`src/shared/t8_pkg.sv`:
```
package t8_pkg;

  // ----------------------------------------------------------------
  // Register map (byte addresses, one 32-bit word each)
  // ----------------------------------------------------------------
  localparam int          T8_AW         = 8;
  localparam logic [7:0]  T8_OFF_CTRL   = 8'h00;
  localparam logic [7:0]  T8_OFF_CNT    = 8'h04;
  localparam logic [7:0]  T8_OFF_CMPA   = 8'h08;
  localparam logic [7:0]  T8_OFF_CMPB   = 8'h0c;
  localparam logic [7:0]  T8_OFF_IFLAG  = 8'h10;
  localparam logic [7:0]  T8_OFF_IMASK  = 8'h14;
  localparam logic [7:0]  T8_OFF_PINS   = 8'h18;

  // ----------------------------------------------------------------
  // Reset values and fixed counter points
  // ----------------------------------------------------------------
  localparam logic [9:0]  T8_CTRL_RST   = 10'h000;
  localparam logic [7:0]  T8_BYTE_RST   = 8'h00;
  localparam logic [2:0]  T8_IRQ_RST    = 3'h0;
  localparam logic [7:0]  T8_BOTTOM     = 8'h00;
  localparam logic [7:0]  T8_MAX        = 8'hff;

  // Interrupt flag positions
  localparam int          T8_IRQ_MA     = 0;
  localparam int          T8_IRQ_MB     = 1;
  localparam int          T8_IRQ_OVF    = 2;

  // Prescaler tap masks: a tap fires when its low bits are all ones
  localparam logic [9:0]  T8_MASK_8     = 10'h007;
  localparam logic [9:0]  T8_MASK_64    = 10'h03f;
  localparam logic [9:0]  T8_MASK_256   = 10'h0ff;
  localparam logic [9:0]  T8_MASK_1024  = 10'h3ff;

  // ----------------------------------------------------------------
  // Types
  // ----------------------------------------------------------------
  typedef enum logic [1:0] {
    T8_NORMAL = 2'b00,
    T8_PHASE  = 2'b01,
    T8_CTC    = 2'b10,
    T8_FAST   = 2'b11
  } t8_wave_e;

  typedef enum logic [2:0] {
    T8_CS_STOP = 3'b000,
    T8_CS_DIV1 = 3'b001,
    T8_CS_DIV8 = 3'b010,
    T8_CS_D64  = 3'b011,
    T8_CS_D256 = 3'b100,
    T8_CS_D1K  = 3'b101,
    T8_CS_FALL = 3'b110,
    T8_CS_RISE = 3'b111
  } t8_cs_e;

  typedef struct packed {
    logic [1:0] compare_a_output_mode;
    logic [1:0] compare_b_output_mode;
    t8_cs_e     clock_select;
    logic       waveform_mode_bit2;
    t8_wave_e   waveform_mode;
  } t8_ctrl_s;

endpackage : t8_pkg

```
`src/verilog/t8_timer.sv`:
```
// Added by the designer: the APB slave port and the register addresses.
`timescale 1ns/1ps

module t8_timer (
  // Clock and reset
  input  logic                      pclk,
  input  logic                      presetn,
  // APB slave
  input  logic                      psel,
  input  logic                      penable,
  input  logic                      pwrite,
  input  logic [t8_pkg::T8_AW-1:0]  paddr,
  input  logic [31:0]               pwdata,
  output logic [31:0]               prdata,
  output logic                      pready,
  output logic                      pslverr,
  // Pins
  input  logic                      external_count_pin,
  input  logic                      port_direction_bit3,
  input  logic                      port_direction_bit4,
  output logic                      compare_a_output,
  output logic                      compare_a_oe,
  output logic                      compare_b_output,
  output logic                      compare_b_oe,
  // Interrupt
  output logic                      irq
);

  // ----------------------------------------------------------------
  // Waveform helpers
  // ----------------------------------------------------------------

  // Pin is connected unless the code is off or a reserved/disabled 01
  function automatic logic t8_drive_en(input t8_pkg::t8_wave_e cls, input logic [1:0] com,
                                       input logic is_a, input logic bit2);
    logic en;
    en = (com != 2'b00);
    if (com == 2'b01 && (cls == t8_pkg::T8_PHASE || cls == t8_pkg::T8_FAST)) begin
      en = is_a & bit2;
    end
    return en;
  endfunction : t8_drive_en

  // Next level of a compare output for one timer tick
  function automatic logic t8_oc_next(input logic oc, input t8_pkg::t8_wave_e cls,
                                      input logic [1:0] com, input logic is_a,
                                      input logic bit2, input logic up, input logic m,
                                      input logic bottom, input logic at_top);
    logic nx;
    nx = oc;
    unique case (cls)
      t8_pkg::T8_NORMAL, t8_pkg::T8_CTC: begin
        if (m) begin
          unique case (com)
            2'b01:   nx = ~oc;
            2'b10:   nx = 1'b0;
            2'b11:   nx = 1'b1;
            default: nx = oc;
          endcase
        end
      end
      t8_pkg::T8_FAST: begin
        if (bottom && com[1]) begin
          nx = ~com[0];
        end else if (m) begin
          unique case (com)
            2'b01:   nx = (is_a & bit2) ? ~oc : oc;
            2'b10:   nx = 1'b0;
            2'b11:   nx = 1'b1;
            default: nx = oc;
          endcase
        end
      end
      t8_pkg::T8_PHASE: begin
        if (m) begin
          unique case (com)
            2'b01:   nx = (is_a & bit2) ? ~oc : oc;
            2'b10:   nx = ~up;
            2'b11:   nx = up;
            default: nx = oc;
          endcase
        end else if (at_top && com[1]) begin
          nx = ~com[0];
        end
      end
    endcase
    return nx;
  endfunction : t8_oc_next

  // ----------------------------------------------------------------
  // State
  // ----------------------------------------------------------------
  t8_pkg::t8_ctrl_s ctrl;
  logic [7:0]       cnt;
  logic [7:0]       cmp_a;
  logic [7:0]       cmp_b;
  logic [2:0]       iflag;
  logic [2:0]       imask;
  logic             up;
  logic             blocked;
  logic             tick;
  logic [7:0]       top;
  logic             is_pwm;
  logic             at_top;
  logic             wrap;
  logic             ovf_ev;
  logic             spec_a;
  logic             spec_b;
  logic             ma;
  logic             mb;
  logic             en_a;
  logic             en_b;
  logic             wr;
  logic             rd_setup;
  logic             mapped;
  logic [2:0]       next_iflag;

  t8_clk_sel u_clk_sel (
    .pclk               (pclk),
    .presetn            (presetn),
    .clock_select       (ctrl.clock_select),
    .external_count_pin (external_count_pin),
    .tick               (tick)
  );

  // ----------------------------------------------------------------
  // APB decode
  // ----------------------------------------------------------------
  assign mapped   = (paddr == t8_pkg::T8_OFF_CTRL)  || (paddr == t8_pkg::T8_OFF_CNT)   ||
                    (paddr == t8_pkg::T8_OFF_CMPA)  || (paddr == t8_pkg::T8_OFF_CMPB)  ||
                    (paddr == t8_pkg::T8_OFF_IFLAG) || (paddr == t8_pkg::T8_OFF_IMASK) ||
                    (paddr == t8_pkg::T8_OFF_PINS);
  assign pready   = 1'b1;
  assign pslverr  = psel & penable & ~mapped;
  assign wr       = psel & penable & pwrite & mapped;
  assign rd_setup = psel & ~penable & ~pwrite;

  // Read data is captured in the setup cycle so it comes from a flop
  always_ff @(posedge pclk or negedge presetn) begin
    if (!presetn) begin
      prdata <= 32'h0000_0000;
    end else if (rd_setup) begin
      unique case (paddr)
        t8_pkg::T8_OFF_CTRL:  prdata <= {22'h000000, ctrl};
        t8_pkg::T8_OFF_CNT:   prdata <= {24'h000000, cnt};
        t8_pkg::T8_OFF_CMPA:  prdata <= {24'h000000, cmp_a};
        t8_pkg::T8_OFF_CMPB:  prdata <= {24'h000000, cmp_b};
        t8_pkg::T8_OFF_IFLAG: prdata <= {29'h00000000, iflag};
        t8_pkg::T8_OFF_IMASK: prdata <= {29'h00000000, imask};
        t8_pkg::T8_OFF_PINS:  prdata <= {28'h0000000, en_b, compare_b_output,
                                         en_a, compare_a_output};
        default:              prdata <= 32'h0000_0000;
      endcase
    end
  end

  // Configuration and compare values
  always_ff @(posedge pclk or negedge presetn) begin
    if (!presetn) begin
      ctrl  <= t8_pkg::t8_ctrl_s'(t8_pkg::T8_CTRL_RST);
      cmp_a <= t8_pkg::T8_BYTE_RST;
      cmp_b <= t8_pkg::T8_BYTE_RST;
      imask <= t8_pkg::T8_IRQ_RST;
    end else if (wr) begin
      if (paddr == t8_pkg::T8_OFF_CTRL)  ctrl  <= t8_pkg::t8_ctrl_s'(pwdata[9:0]);
      if (paddr == t8_pkg::T8_OFF_CMPA)  cmp_a <= pwdata[7:0];
      if (paddr == t8_pkg::T8_OFF_CMPB)  cmp_b <= pwdata[7:0];
      if (paddr == t8_pkg::T8_OFF_IMASK) imask <= pwdata[2:0];
    end
  end

  // ----------------------------------------------------------------
  // Counter
  // ----------------------------------------------------------------
  assign is_pwm = (ctrl.waveform_mode == t8_pkg::T8_PHASE) ||
                  (ctrl.waveform_mode == t8_pkg::T8_FAST);
  assign top    = ((ctrl.waveform_mode == t8_pkg::T8_CTC) ||
                   (is_pwm && ctrl.waveform_mode_bit2)) ? cmp_a : t8_pkg::T8_MAX;
  assign at_top = tick && (cnt == top);
  // Fast PWM and CTC return to BOTTOM from TOP; normal mode wraps at MAX
  assign wrap   = at_top && (ctrl.waveform_mode != t8_pkg::T8_PHASE);
  assign ovf_ev = (ctrl.waveform_mode == t8_pkg::T8_PHASE) ?
                  (tick && !up && cnt == t8_pkg::T8_BOTTOM) :
                  (tick && cnt == t8_pkg::T8_MAX);

  // A software write wins over a tick in the same cycle
  always_ff @(posedge pclk or negedge presetn) begin
    if (!presetn) begin
      cnt <= t8_pkg::T8_BYTE_RST;
      up  <= 1'b1;
    end else if (wr && paddr == t8_pkg::T8_OFF_CNT) begin
      cnt <= pwdata[7:0];
    end else if (tick) begin
      if (ctrl.waveform_mode == t8_pkg::T8_PHASE) begin
        if (up && cnt >= top) begin
          up  <= 1'b0;
          cnt <= cnt - 8'h01;
        end else if (!up && cnt == t8_pkg::T8_BOTTOM) begin
          up  <= 1'b1;
          cnt <= cnt + 8'h01;
        end else begin
          cnt <= up ? cnt + 8'h01 : cnt - 8'h01;
        end
      end else begin
        cnt <= wrap ? t8_pkg::T8_BOTTOM : cnt + 8'h01;
      end
    end
  end

  // Match block lasts exactly until the next timer tick after a counter write
  always_ff @(posedge pclk or negedge presetn) begin
    if (!presetn) begin
      blocked <= 1'b0;
    end else if (wr && paddr == t8_pkg::T8_OFF_CNT) begin
      blocked <= 1'b1;
    end else if (tick) begin
      blocked <= 1'b0;
    end
  end

  // ----------------------------------------------------------------
  // Compare units
  // ----------------------------------------------------------------
  // Compare at TOP with the upper mode bit set is handled at BOTTOM in fast PWM, and at TOP in phase mode for A only
  assign spec_a = is_pwm && ctrl.compare_a_output_mode[1] && (cmp_a == top);
  assign spec_b = is_pwm && ctrl.compare_b_output_mode[1] && (cmp_b == top);
  assign ma     = tick && !blocked && (cnt == cmp_a) && !spec_a;
  assign mb     = tick && !blocked && (cnt == cmp_b) && !spec_b;

  assign en_a   = t8_drive_en(ctrl.waveform_mode, ctrl.compare_a_output_mode,
                              1'b1, ctrl.waveform_mode_bit2);
  assign en_b   = t8_drive_en(ctrl.waveform_mode, ctrl.compare_b_output_mode,
                              1'b0, ctrl.waveform_mode_bit2);

  // Driver is only on when software has also set the pin direction
  assign compare_a_oe = en_a & port_direction_bit3;
  assign compare_b_oe = en_b & port_direction_bit4;

  // Waveform generators; the level is kept even while disconnected
  always_ff @(posedge pclk or negedge presetn) begin
    if (!presetn) begin
      compare_a_output <= 1'b0;
    end else if (tick) begin
      compare_a_output <= t8_oc_next(compare_a_output, ctrl.waveform_mode,
                                     ctrl.compare_a_output_mode, 1'b1,
                                     ctrl.waveform_mode_bit2, up, ma, wrap,
                                     at_top && spec_a);
    end
  end

  always_ff @(posedge pclk or negedge presetn) begin
    if (!presetn) begin
      compare_b_output <= 1'b0;
    end else if (tick) begin
      compare_b_output <= t8_oc_next(compare_b_output, ctrl.waveform_mode,
                                     ctrl.compare_b_output_mode, 1'b0,
                                     ctrl.waveform_mode_bit2, up, mb, wrap,
                                     1'b0);
    end
  end

  // ----------------------------------------------------------------
  // Interrupt flags
  // ----------------------------------------------------------------
  // Set beats write-one-to-clear, so an event in the clear cycle survives
  always_comb begin
    next_iflag = iflag;
    if (wr && paddr == t8_pkg::T8_OFF_IFLAG) begin
      next_iflag = iflag & ~pwdata[2:0];
    end
    next_iflag[t8_pkg::T8_IRQ_MA]  = next_iflag[t8_pkg::T8_IRQ_MA] | ma;
    next_iflag[t8_pkg::T8_IRQ_MB]  = next_iflag[t8_pkg::T8_IRQ_MB] | mb;
    next_iflag[t8_pkg::T8_IRQ_OVF] = next_iflag[t8_pkg::T8_IRQ_OVF] | ovf_ev;
  end

  always_ff @(posedge pclk or negedge presetn) begin
    if (!presetn) begin
      iflag <= t8_pkg::T8_IRQ_RST;
    end else begin
      iflag <= next_iflag;
    end
  end

  assign irq = |(iflag & imask);
endmodule : t8_timer

```
`src/verilog/t8_clk_sel.sv`:
```
`timescale 1ns/1ps

module t8_clk_sel (
  // Clock and reset
  input  logic             pclk,
  input  logic             presetn,
  // Selection
  input  t8_pkg::t8_cs_e   clock_select,
  // External count pin
  input  logic             external_count_pin,
  // One-cycle count enable
  output logic             tick
);

  // ----------------------------------------------------------------
  // Prescaler and pin synchroniser
  // ----------------------------------------------------------------
  logic [9:0] pre;
  logic       pin_s1;
  logic       pin_s2;
  logic       pin_s3;

  // Free-running prescaler shared by all divided taps
  always_ff @(posedge pclk or negedge presetn) begin
    if (!presetn) begin
      pre <= 10'h000;
    end else begin
      pre <= pre + 10'h001;
    end
  end

  // Two flops against metastability, a third for the edge history
  always_ff @(posedge pclk or negedge presetn) begin
    if (!presetn) begin
      pin_s1 <= 1'b0;
      pin_s2 <= 1'b0;
      pin_s3 <= 1'b0;
    end else begin
      pin_s1 <= external_count_pin;
      pin_s2 <= pin_s1;
      pin_s3 <= pin_s2;
    end
  end

  // Pin edges count even when the pin is an output, since only the pad level is seen
  always_comb begin
    unique case (clock_select)
      t8_pkg::T8_CS_STOP: tick = 1'b0;
      t8_pkg::T8_CS_DIV1: tick = 1'b1;
      t8_pkg::T8_CS_DIV8: tick = (pre & t8_pkg::T8_MASK_8) == t8_pkg::T8_MASK_8;
      t8_pkg::T8_CS_D64:  tick = (pre & t8_pkg::T8_MASK_64) == t8_pkg::T8_MASK_64;
      t8_pkg::T8_CS_D256: tick = (pre & t8_pkg::T8_MASK_256) == t8_pkg::T8_MASK_256;
      t8_pkg::T8_CS_D1K:  tick = (pre & t8_pkg::T8_MASK_1024) == t8_pkg::T8_MASK_1024;
      t8_pkg::T8_CS_FALL: tick = pin_s3 & ~pin_s2;
      t8_pkg::T8_CS_RISE: tick = pin_s2 & ~pin_s3;
    endcase
  end
endmodule : t8_clk_sel

```
`config.mk`:
```
export PLATFORM = sky130hd
export DESIGN_NAME = t8_timer
export DESIGN_NICKNAME = d
export VERILOG_FILES = /design/src/shared/t8_pkg.sv /design/src/verilog/t8_timer.sv /design/src/verilog/t8_clk_sel.sv
export SDC_FILE = /design/constraint.sdc
export NUM_CORES = 1
export LEC_CHECK = 0
export BUFFER_PORTS_ARGS = -buffer_cell sky130_fd_sc_hd__buf_2
export CORE_MARGIN = 10
export CORE_UTILIZATION = 45
export DETAILED_ROUTE_END_ITERATION = 6
export MAX_ROUTING_LAYER = met4
export PLACE_DENSITY = 0.68
export SYNTH_ARGS = -nofsm -noshare
export SYNTH_HDL_FRONTEND = slang
export SYNTH_SLANG_ARGS = --single-unit
export TNS_END_PERCENT = 20
```
`constraint.sdc`:
```
create_clock -name pclk -period 5.21 [get_ports pclk]
set_clock_uncertainty 0.2 [all_clocks]
set_input_delay 0.7815 -clock pclk [delete_from_list [all_inputs] [get_ports pclk]]
set_output_delay 0.7815 -clock pclk [all_outputs]
set_load 0.005 [all_outputs]
```
## After elaboration in Yosys (flattened, before gate mapping)

Cells that the tools add are included.

- Add/subtract/negate cells: 3
- Magnitude comparators: 1
- Equality and inequality tests: 45
- Muxes and demuxes: 36
- Bitwise operators: 27
- Reductions and logical operators: 54

Operators with widths:

| cell | number |
|---|---|
| one-hot mux 10 bit (7 select lines) | 1 |
| 2-to-1 mux 8 bit | 8 |
| equality test 8 bit | 5 |
| logical AND 1 bit | 25 |
| equality test 8 x 5 -> 1 bit, second input constant | 3 |
| one-hot mux 1 bit (3 select lines) | 6 |
| 2-to-1 mux 1 bit | 17 |
| equality test 8 x 4 -> 1 bit, second input constant | 2 |
| equality test 8 bit, second input constant | 2 |
| zero test 8 bit | 2 |
| equality test 3 bit, second input constant | 5 |
| AND reduction 7 bit | 2 |
| equality test 2 bit, second input constant | 6 |
| inverter 1 bit | 11 |
| adder 10 x 1 -> 10 bit, second input constant | 1 |
| AND 1 bit | 10 |
| equality test 10 bit, second input constant | 1 |
| inequality test 3 x 2 -> 1 bit, second input constant | 3 |
| adder 8 x 1 -> 8 bit, second input constant | 1 |
| equality test 8 x 3 -> 1 bit, second input constant | 1 |
| greater-or-equal comparator 8 bit | 1 |
| logical OR 1 bit | 8 |
| one-hot mux 1 bit (8 select lines) | 1 |
| AND reduction 2 bit | 4 |
| 25 further kinds | 40 |

- Register bits after elaboration: 89
- Input bits: 48
- Output and inout bits: 39

## Longest topological paths before layout

- Word-level depth: 12
- Gate-level depth with buffers: 13

## By module

Synthesis repeated with hierarchy kept, for this count alone.

- Cells, all modules: 517
- Area, all modules: 4785.8 um^2

By module, submodules not included:

| module | times used | cells an instance | area an instance (um^2) | seq. area each (um^2) |
|---|---|---|---|---|
| t8_timer | 1 | 472 | 4212.8 | 1352.5 |
| t8_clk_sel | 1 | 45 | 573.0 | 325.3 |

## Worst setup path after synthesis

No wires, ideal clock.

- Path type: reg2reg
- From: register ctrl[2] (netlist bit)
- To: register cnt[6]
- Arrival: 3.326 ns
- Required time: 4.941 ns
- Path slack: 1.616 ns
- Stages on the path, launching flop included: 14
- Buffers on the path: 3
- Path through: dfrtp_1 > buf_2 > mux2i_1 > buf_2 > or2_2 > ha_1 > nand2b_1 > a2111o_1 > a31oi_1 > or3_1 > buf_2 > mux2_2 > or4_1 > nand3_1

- Longest elaborated chain between the ends: 10
- Elaborated cells on any way between the ends: 13
- Classes of those cells: order compare: 1; eq/ne: 1; mux: 6; reduce/logical: 5

RTL lines:

| what | line | text |
|---|---|---|
| start, declared | t8_timer.sv:93 | `t8_pkg::t8_ctrl_s ctrl;` |
| start signal, assigned | t8_timer.sv:160 | `ctrl <= t8_pkg::t8_ctrl_s'(t8_pkg::T8_CTRL_RST);` |
| start signal, assigned | t8_timer.sv:165 | `if (paddr == t8_pkg::T8_OFF_CTRL) ctrl <= t8_pkg::t8_ctrl_s'(pwdata[9:0]);` |
| logical AND 1 bit * | t8_timer.sv:178 | `(is_pwm && ctrl.waveform_mode_bit2)) ? cmp_a : t8_pkg::T8_MAX;` |
| logical OR 1 bit * | t8_timer.sv:177 | `assign top = ((ctrl.waveform_mode == t8_pkg::T8_CTC) \|\|` |
| 2-to-1 mux 8 bit * | t8_timer.sv:178 |  |
| branches (longest 4 deep; another with greater-or-equal comparator 8 bit) | n/a |  |
| 2-to-1 mux 8 bit * | t8_timer.sv:194 | `if (ctrl.waveform_mode == t8_pkg::T8_PHASE) begin` |
| 2-to-1 mux 8 bit * | t8_timer.sv:193 | `end else if (tick) begin` |
| 2-to-1 mux 8 bit * | t8_timer.sv:191 | `end else if (wr && paddr == t8_pkg::T8_OFF_CNT) begin` |
| end signal, assigned | t8_timer.sv:192 | `cnt <= pwdata[7:0];` |
| end signal, assigned | t8_timer.sv:197 | `cnt <= cnt - 8'h01;` |
| end signal, assigned | t8_timer.sv:205 | `cnt <= wrap ? t8_pkg::T8_BOTTOM : cnt + 8'h01;` |
| end, declared | t8_timer.sv:94 | `logic [7:0] cnt;` |

Every way passes the cells marked *. The select of a mux whose other input is x is not followed.
A chain may end at the register's enable or synchronous reset.

## Worst setup path in the final report

- From: register ctrl[0] (netlist bit)
- To: register cnt[6]

- Longest elaborated chain between the ends: 12
- Elaborated cells on any way between the ends: 18
- Classes of those cells: order compare: 1; eq/ne: 5; mux: 6; reduce/logical: 6

RTL lines:

| what | line |
|---|---|
| branches (longest 9 deep; another with greater-or-equal comparator 8 bit) | n/a |
| 2-to-1 mux 8 bit * | t8_timer.sv:194 |
| 2-to-1 mux 8 bit * | t8_timer.sv:193 |
| 2-to-1 mux 8 bit * | t8_timer.sv:191 |

Marked as above.

==> impl_metrics.yaml <==
run_status:
  outcome: "finished, final reports clean"
yosys:
  synth_edf_count: 0
  synth.avg_cell_area_sq_um: 9.35
  synth_cells: 489
  synthesis.area_sq_mm: 0.00457
  synth_cell_types: 59
  async_flop_share_pct: 100
  synth-seq-area-share_pct: 36.7
  synth_top_flop_cell: "dfrtp_1"
  ys_ff_latch: 67
  yosys_warnings: 0
critical_path:
  r2r_setup_slack_ns: 1.26
  start_kind: "flip-flop"
  cp-startpoint: "ctrl[0]$_DFFE_PN0P_"
  arrival_ns: 4.05
  r2r_start: "ctrl[0]$_DFFE_PN0P_"
  reg2reg_depth: 11
  critPathMaxFanout: 14
  crit_path_end_kind: "flip-flop"
  required_ns: 5.31
  endpoint: "cnt[6]$_DFFE_PN0P_"
  r2r_end: "cnt[6]$_DFFE_PN0P_"
  worstSetupPathType: "flip-flop to flip-flop"
global_route:
  grt_pass1_vias: 3673
  grt_first_pass_wirelength_mm: 19.0
  grt_use_total_pct: 16.6
  overflow: 0
  antenna_found_initial: 0
  grt_max_degree: 46
pwr:
  power.leakage_nw: 2.30
  powerDensity_mw_per_mm2: 275
  irDropWorstVdd_mv: 0.147
flow_run:
  maxCapViolCount: 0
drt:
  postRouteAntennaNets: 0
  routed_wl_mm: 11.8
  wire_per_inst_microns: 18.2
  drtIter0Drc: 261
  first_pass_iters: 4
  drcViolationCount: 0
  vias: 3778
  viasPerCell: 5.80
placement:
  place_area_sq_mm: 0.00474
  placed_cells: 635
  gp_congestion: 0.923
  dp_slack_ns: 1.30
  portBuffers: 41
  dp_hpwl_mm: 8.79
clock_tree:
  cts-buffers-inserted: 9
  clkSlewWorstSetupHoldPaths_ns: 0.08
  cts_tree: "built"
  cts_setup_buffers: 0
  clk_latency_ns: 0.36
  cts_resized: 0
  ctsHoldBuffers: 0
  cts_max_path_buffers: 2
  cts_htree_levels: 3
  tritoncts_num_sinks: 67
  cts_root_buf: "clkbuf_8"
die:
  die_x_microns: 121
  num_rows: 36
  die_area_sq_mm: 0.0146
  dieHeight_microns: 121
  start_util_pct: 46.6
  ios: 87
  placeableCoreArea_sq_mm: 0.00982
finish:
  layout.cells.non_filler: 651
  diodes: 0
  layout-drive-gt1-share_pct: 20.5
  final_area_sq_mm: 0.00494
  area_growth_pct: 7.96
  finalNetCount: 577
  post-route-util_pct: 50.3
timing:
  slew_headroom_pct: 33.0
  tightest_slew_ns: 1.00
  rsz0062_at_grt: "no"
  setup-tns-final_ns: 0
  setup_slack_ns: 1.26
  fin_crit_sh_pct: 75.9
  finalHoldViolCount: 0
  min_period_ns: 3.95
  setup_viol: 0
  slew_violations: 0
  fmax_mhz: 253
hold_path:
  hp-class: "flip-flop to flip-flop"
-- final cells by class --
cell class,count,area [sq um]
repair buffers,44,228
well taps,133,166
inverters,17,63.8
multi-input cells,374,2600
clock buffers,9,124
clock inverters,7,76.3
flip-flops and latches,67,1680
fillers,933,4880
-- per-layer routing --
metal	share of wire [%]	GRT usage, %	wire (microns)	vias up
met5	0	-	0	-
met4	2.4	6.86	288	0
met3	9.0	4.23	1070	28
met2	46	25.4	5480	161
met1	42	20.6	5010	1829
li1	-	-	-	1760
-- worst min path at each step --
| stage | startpoint | endpoint | slack, ns | depth (start not counted) |
|---|---|---|---|---|
| after floorplan | u_clk_sel.pin_s1$_DFF_PN0_ | u_clk_sel.pin_s2$_DFF_PN0_ | 0.13 | 0 |
| after global placement | u_clk_sel.pin_s1$_DFF_PN0_ | u_clk_sel.pin_s2$_DFF_PN0_ | 0.13 | 0 |
| after detailed placement | u_clk_sel.pin_s1$_DFF_PN0_ | u_clk_sel.pin_s2$_DFF_PN0_ | 0.14 | 0 |
| after CTS | u_clk_sel.pin_s1$_DFF_PN0_ | u_clk_sel.pin_s2$_DFF_PN0_ | 0.16 | 0 |
| after global routing | u_clk_sel.pin_s1$_DFF_PN0_ | u_clk_sel.pin_s2$_DFF_PN0_ | 0.16 | 0 |
| final | u_clk_sel.pin_s1$_DFF_PN0_ | u_clk_sel.pin_s2$_DFF_PN0_ | 0.16 | 0 |
-- worst max-delay path: stages, from the launching register on --
cell and delay [ns]:
dfrtp_1 0.58, mux2i_1 0.13, buf_4 0.20, or2_2 0.28
ha_1 0.28, nand2b_1 0.14, a2111o_1 0.43, a31oi_1 0.35
or3_1 0.35, mux2_2 0.39, or4_1 0.47, nand3_1 0.08
-- layout by cell type (no fill, tap or decap), types with 2 or more instances in the layout --
cell / instances
or2_2: 2
and4_1: 3
nor3_1: 9
or3_1: 2
inv_1: 17
nor4b_1: 2
clkbuf_8: 9
or4_1: 3
nand4_1: 10
nand2_1: 51
nor2_1: 31
and2_1: 3
nor4_1: 8
nand2b_1: 5
mux2_2: 34
nand3_1: 19
inv_6: 2
clkinvlp_4: 2
mux4_2: 7
ha_1: 16
a21oi_1: 23
nand3b_1: 4
buf_2: 41
mux2i_1: 14
nor2b_1: 2
xor2_1: 14
a2111o_1: 2
o32ai_1: 2
dfrtp_1: 66
conb_1: 23
and3_1: 7
o211ai_1: 3
xnor2_1: 16
buf_4: 3
a31oi_1: 10
o21ai_0: 24
o22ai_1: 4
-- state kept, by name, indices dropped and copies added, names as in the netlist, 3 cells and up --
register / count
imask: 3
cmp_b: 8
cnt: 8
ctrl: 10
iflag: 3
u_clk_sel.pre: 10
cmp_a: 8
prdata: 10
-- cell usage after synthesis (2+ instances only) --
cell type | instances | share of area (%)
a2111o_1 | 2 | 0.49
a21oi_1 | 23 | 2.5
a31oi_1 | 10 | 1.4
and2_1 | 3 | 0.41
and3_1 | 7 | 0.96
and4_1 | 3 | 0.57
buf_1 | 2 | 0.16
buf_2 | 10 | 1.1
buf_4 | 23 | 3.8
buf_6 | 2 | 0.49
clkbuf_1 | 15 | 1.2
conb_1 | 2 | 0.16
dfrtp_1 | 66 | 36
ha_1 | 16 | 4.4
inv_1 | 17 | 1.4
mux2_2 | 34 | 8.4
mux2i_1 | 14 | 3.1
mux4_2 | 7 | 3.4
nand2_1 | 51 | 4.2
nand2b_1 | 5 | 0.68
nand3_1 | 19 | 2.1
nand3b_1 | 4 | 0.66
nand4_1 | 10 | 1.4
nor2_1 | 31 | 2.5
nor2b_1 | 2 | 0.27
nor3_1 | 9 | 0.99
nor4_1 | 8 | 1.1
nor4b_1 | 2 | 0.38
o211ai_1 | 3 | 0.49
o21ai_0 | 24 | 2.6
o22ai_1 | 4 | 0.55
o32ai_1 | 2 | 0.38
or2_2 | 2 | 0.27
or3_1 | 2 | 0.27
or4_1 | 3 | 0.49
xnor2_1 | 16 | 3.1
xor2_1 | 14 | 2.7
-- through the flow --
step | hold slack [ns] | power [mW]
detailed placement | 0.140 | 0.919
global route | 0.163 | 1.43
finish | 0.157 | 1.36
CTS | 0.159 | 1.36
floorplan | 0.131 | 0.838
global placement | 0.132 | 0.906
-- where the power goes --
part	switching, mW	internal (mW)	leakage (nW)
Clock	0.219	0.224	0.0962
Combinational	0.182	0.133	1.33
Sequential	0.0607	0.541	0.867
Total	0.462	0.897	2.30
-- kinds of logic (layout without fill, tap and decap cells) --
family / count (synthesis) / in the layout / share of synthesized area (%)
adders and majority gates: 16 / 16 / 4.38
muxes: 55 / 55 / 14.9
xor gates and xnor gates: 30 / 30 / 5.75
AOI/OAI and AO/OA: 83 / 83 / 11.6
and+or+nand+nor: 167 / 167 / 18.4
DFF: 67 / 67 / 36.7
other: 2 / 23 / 0.164
buffers and inverters: 69 / 77 / 8.16
(Power assumes the default switching activity.)
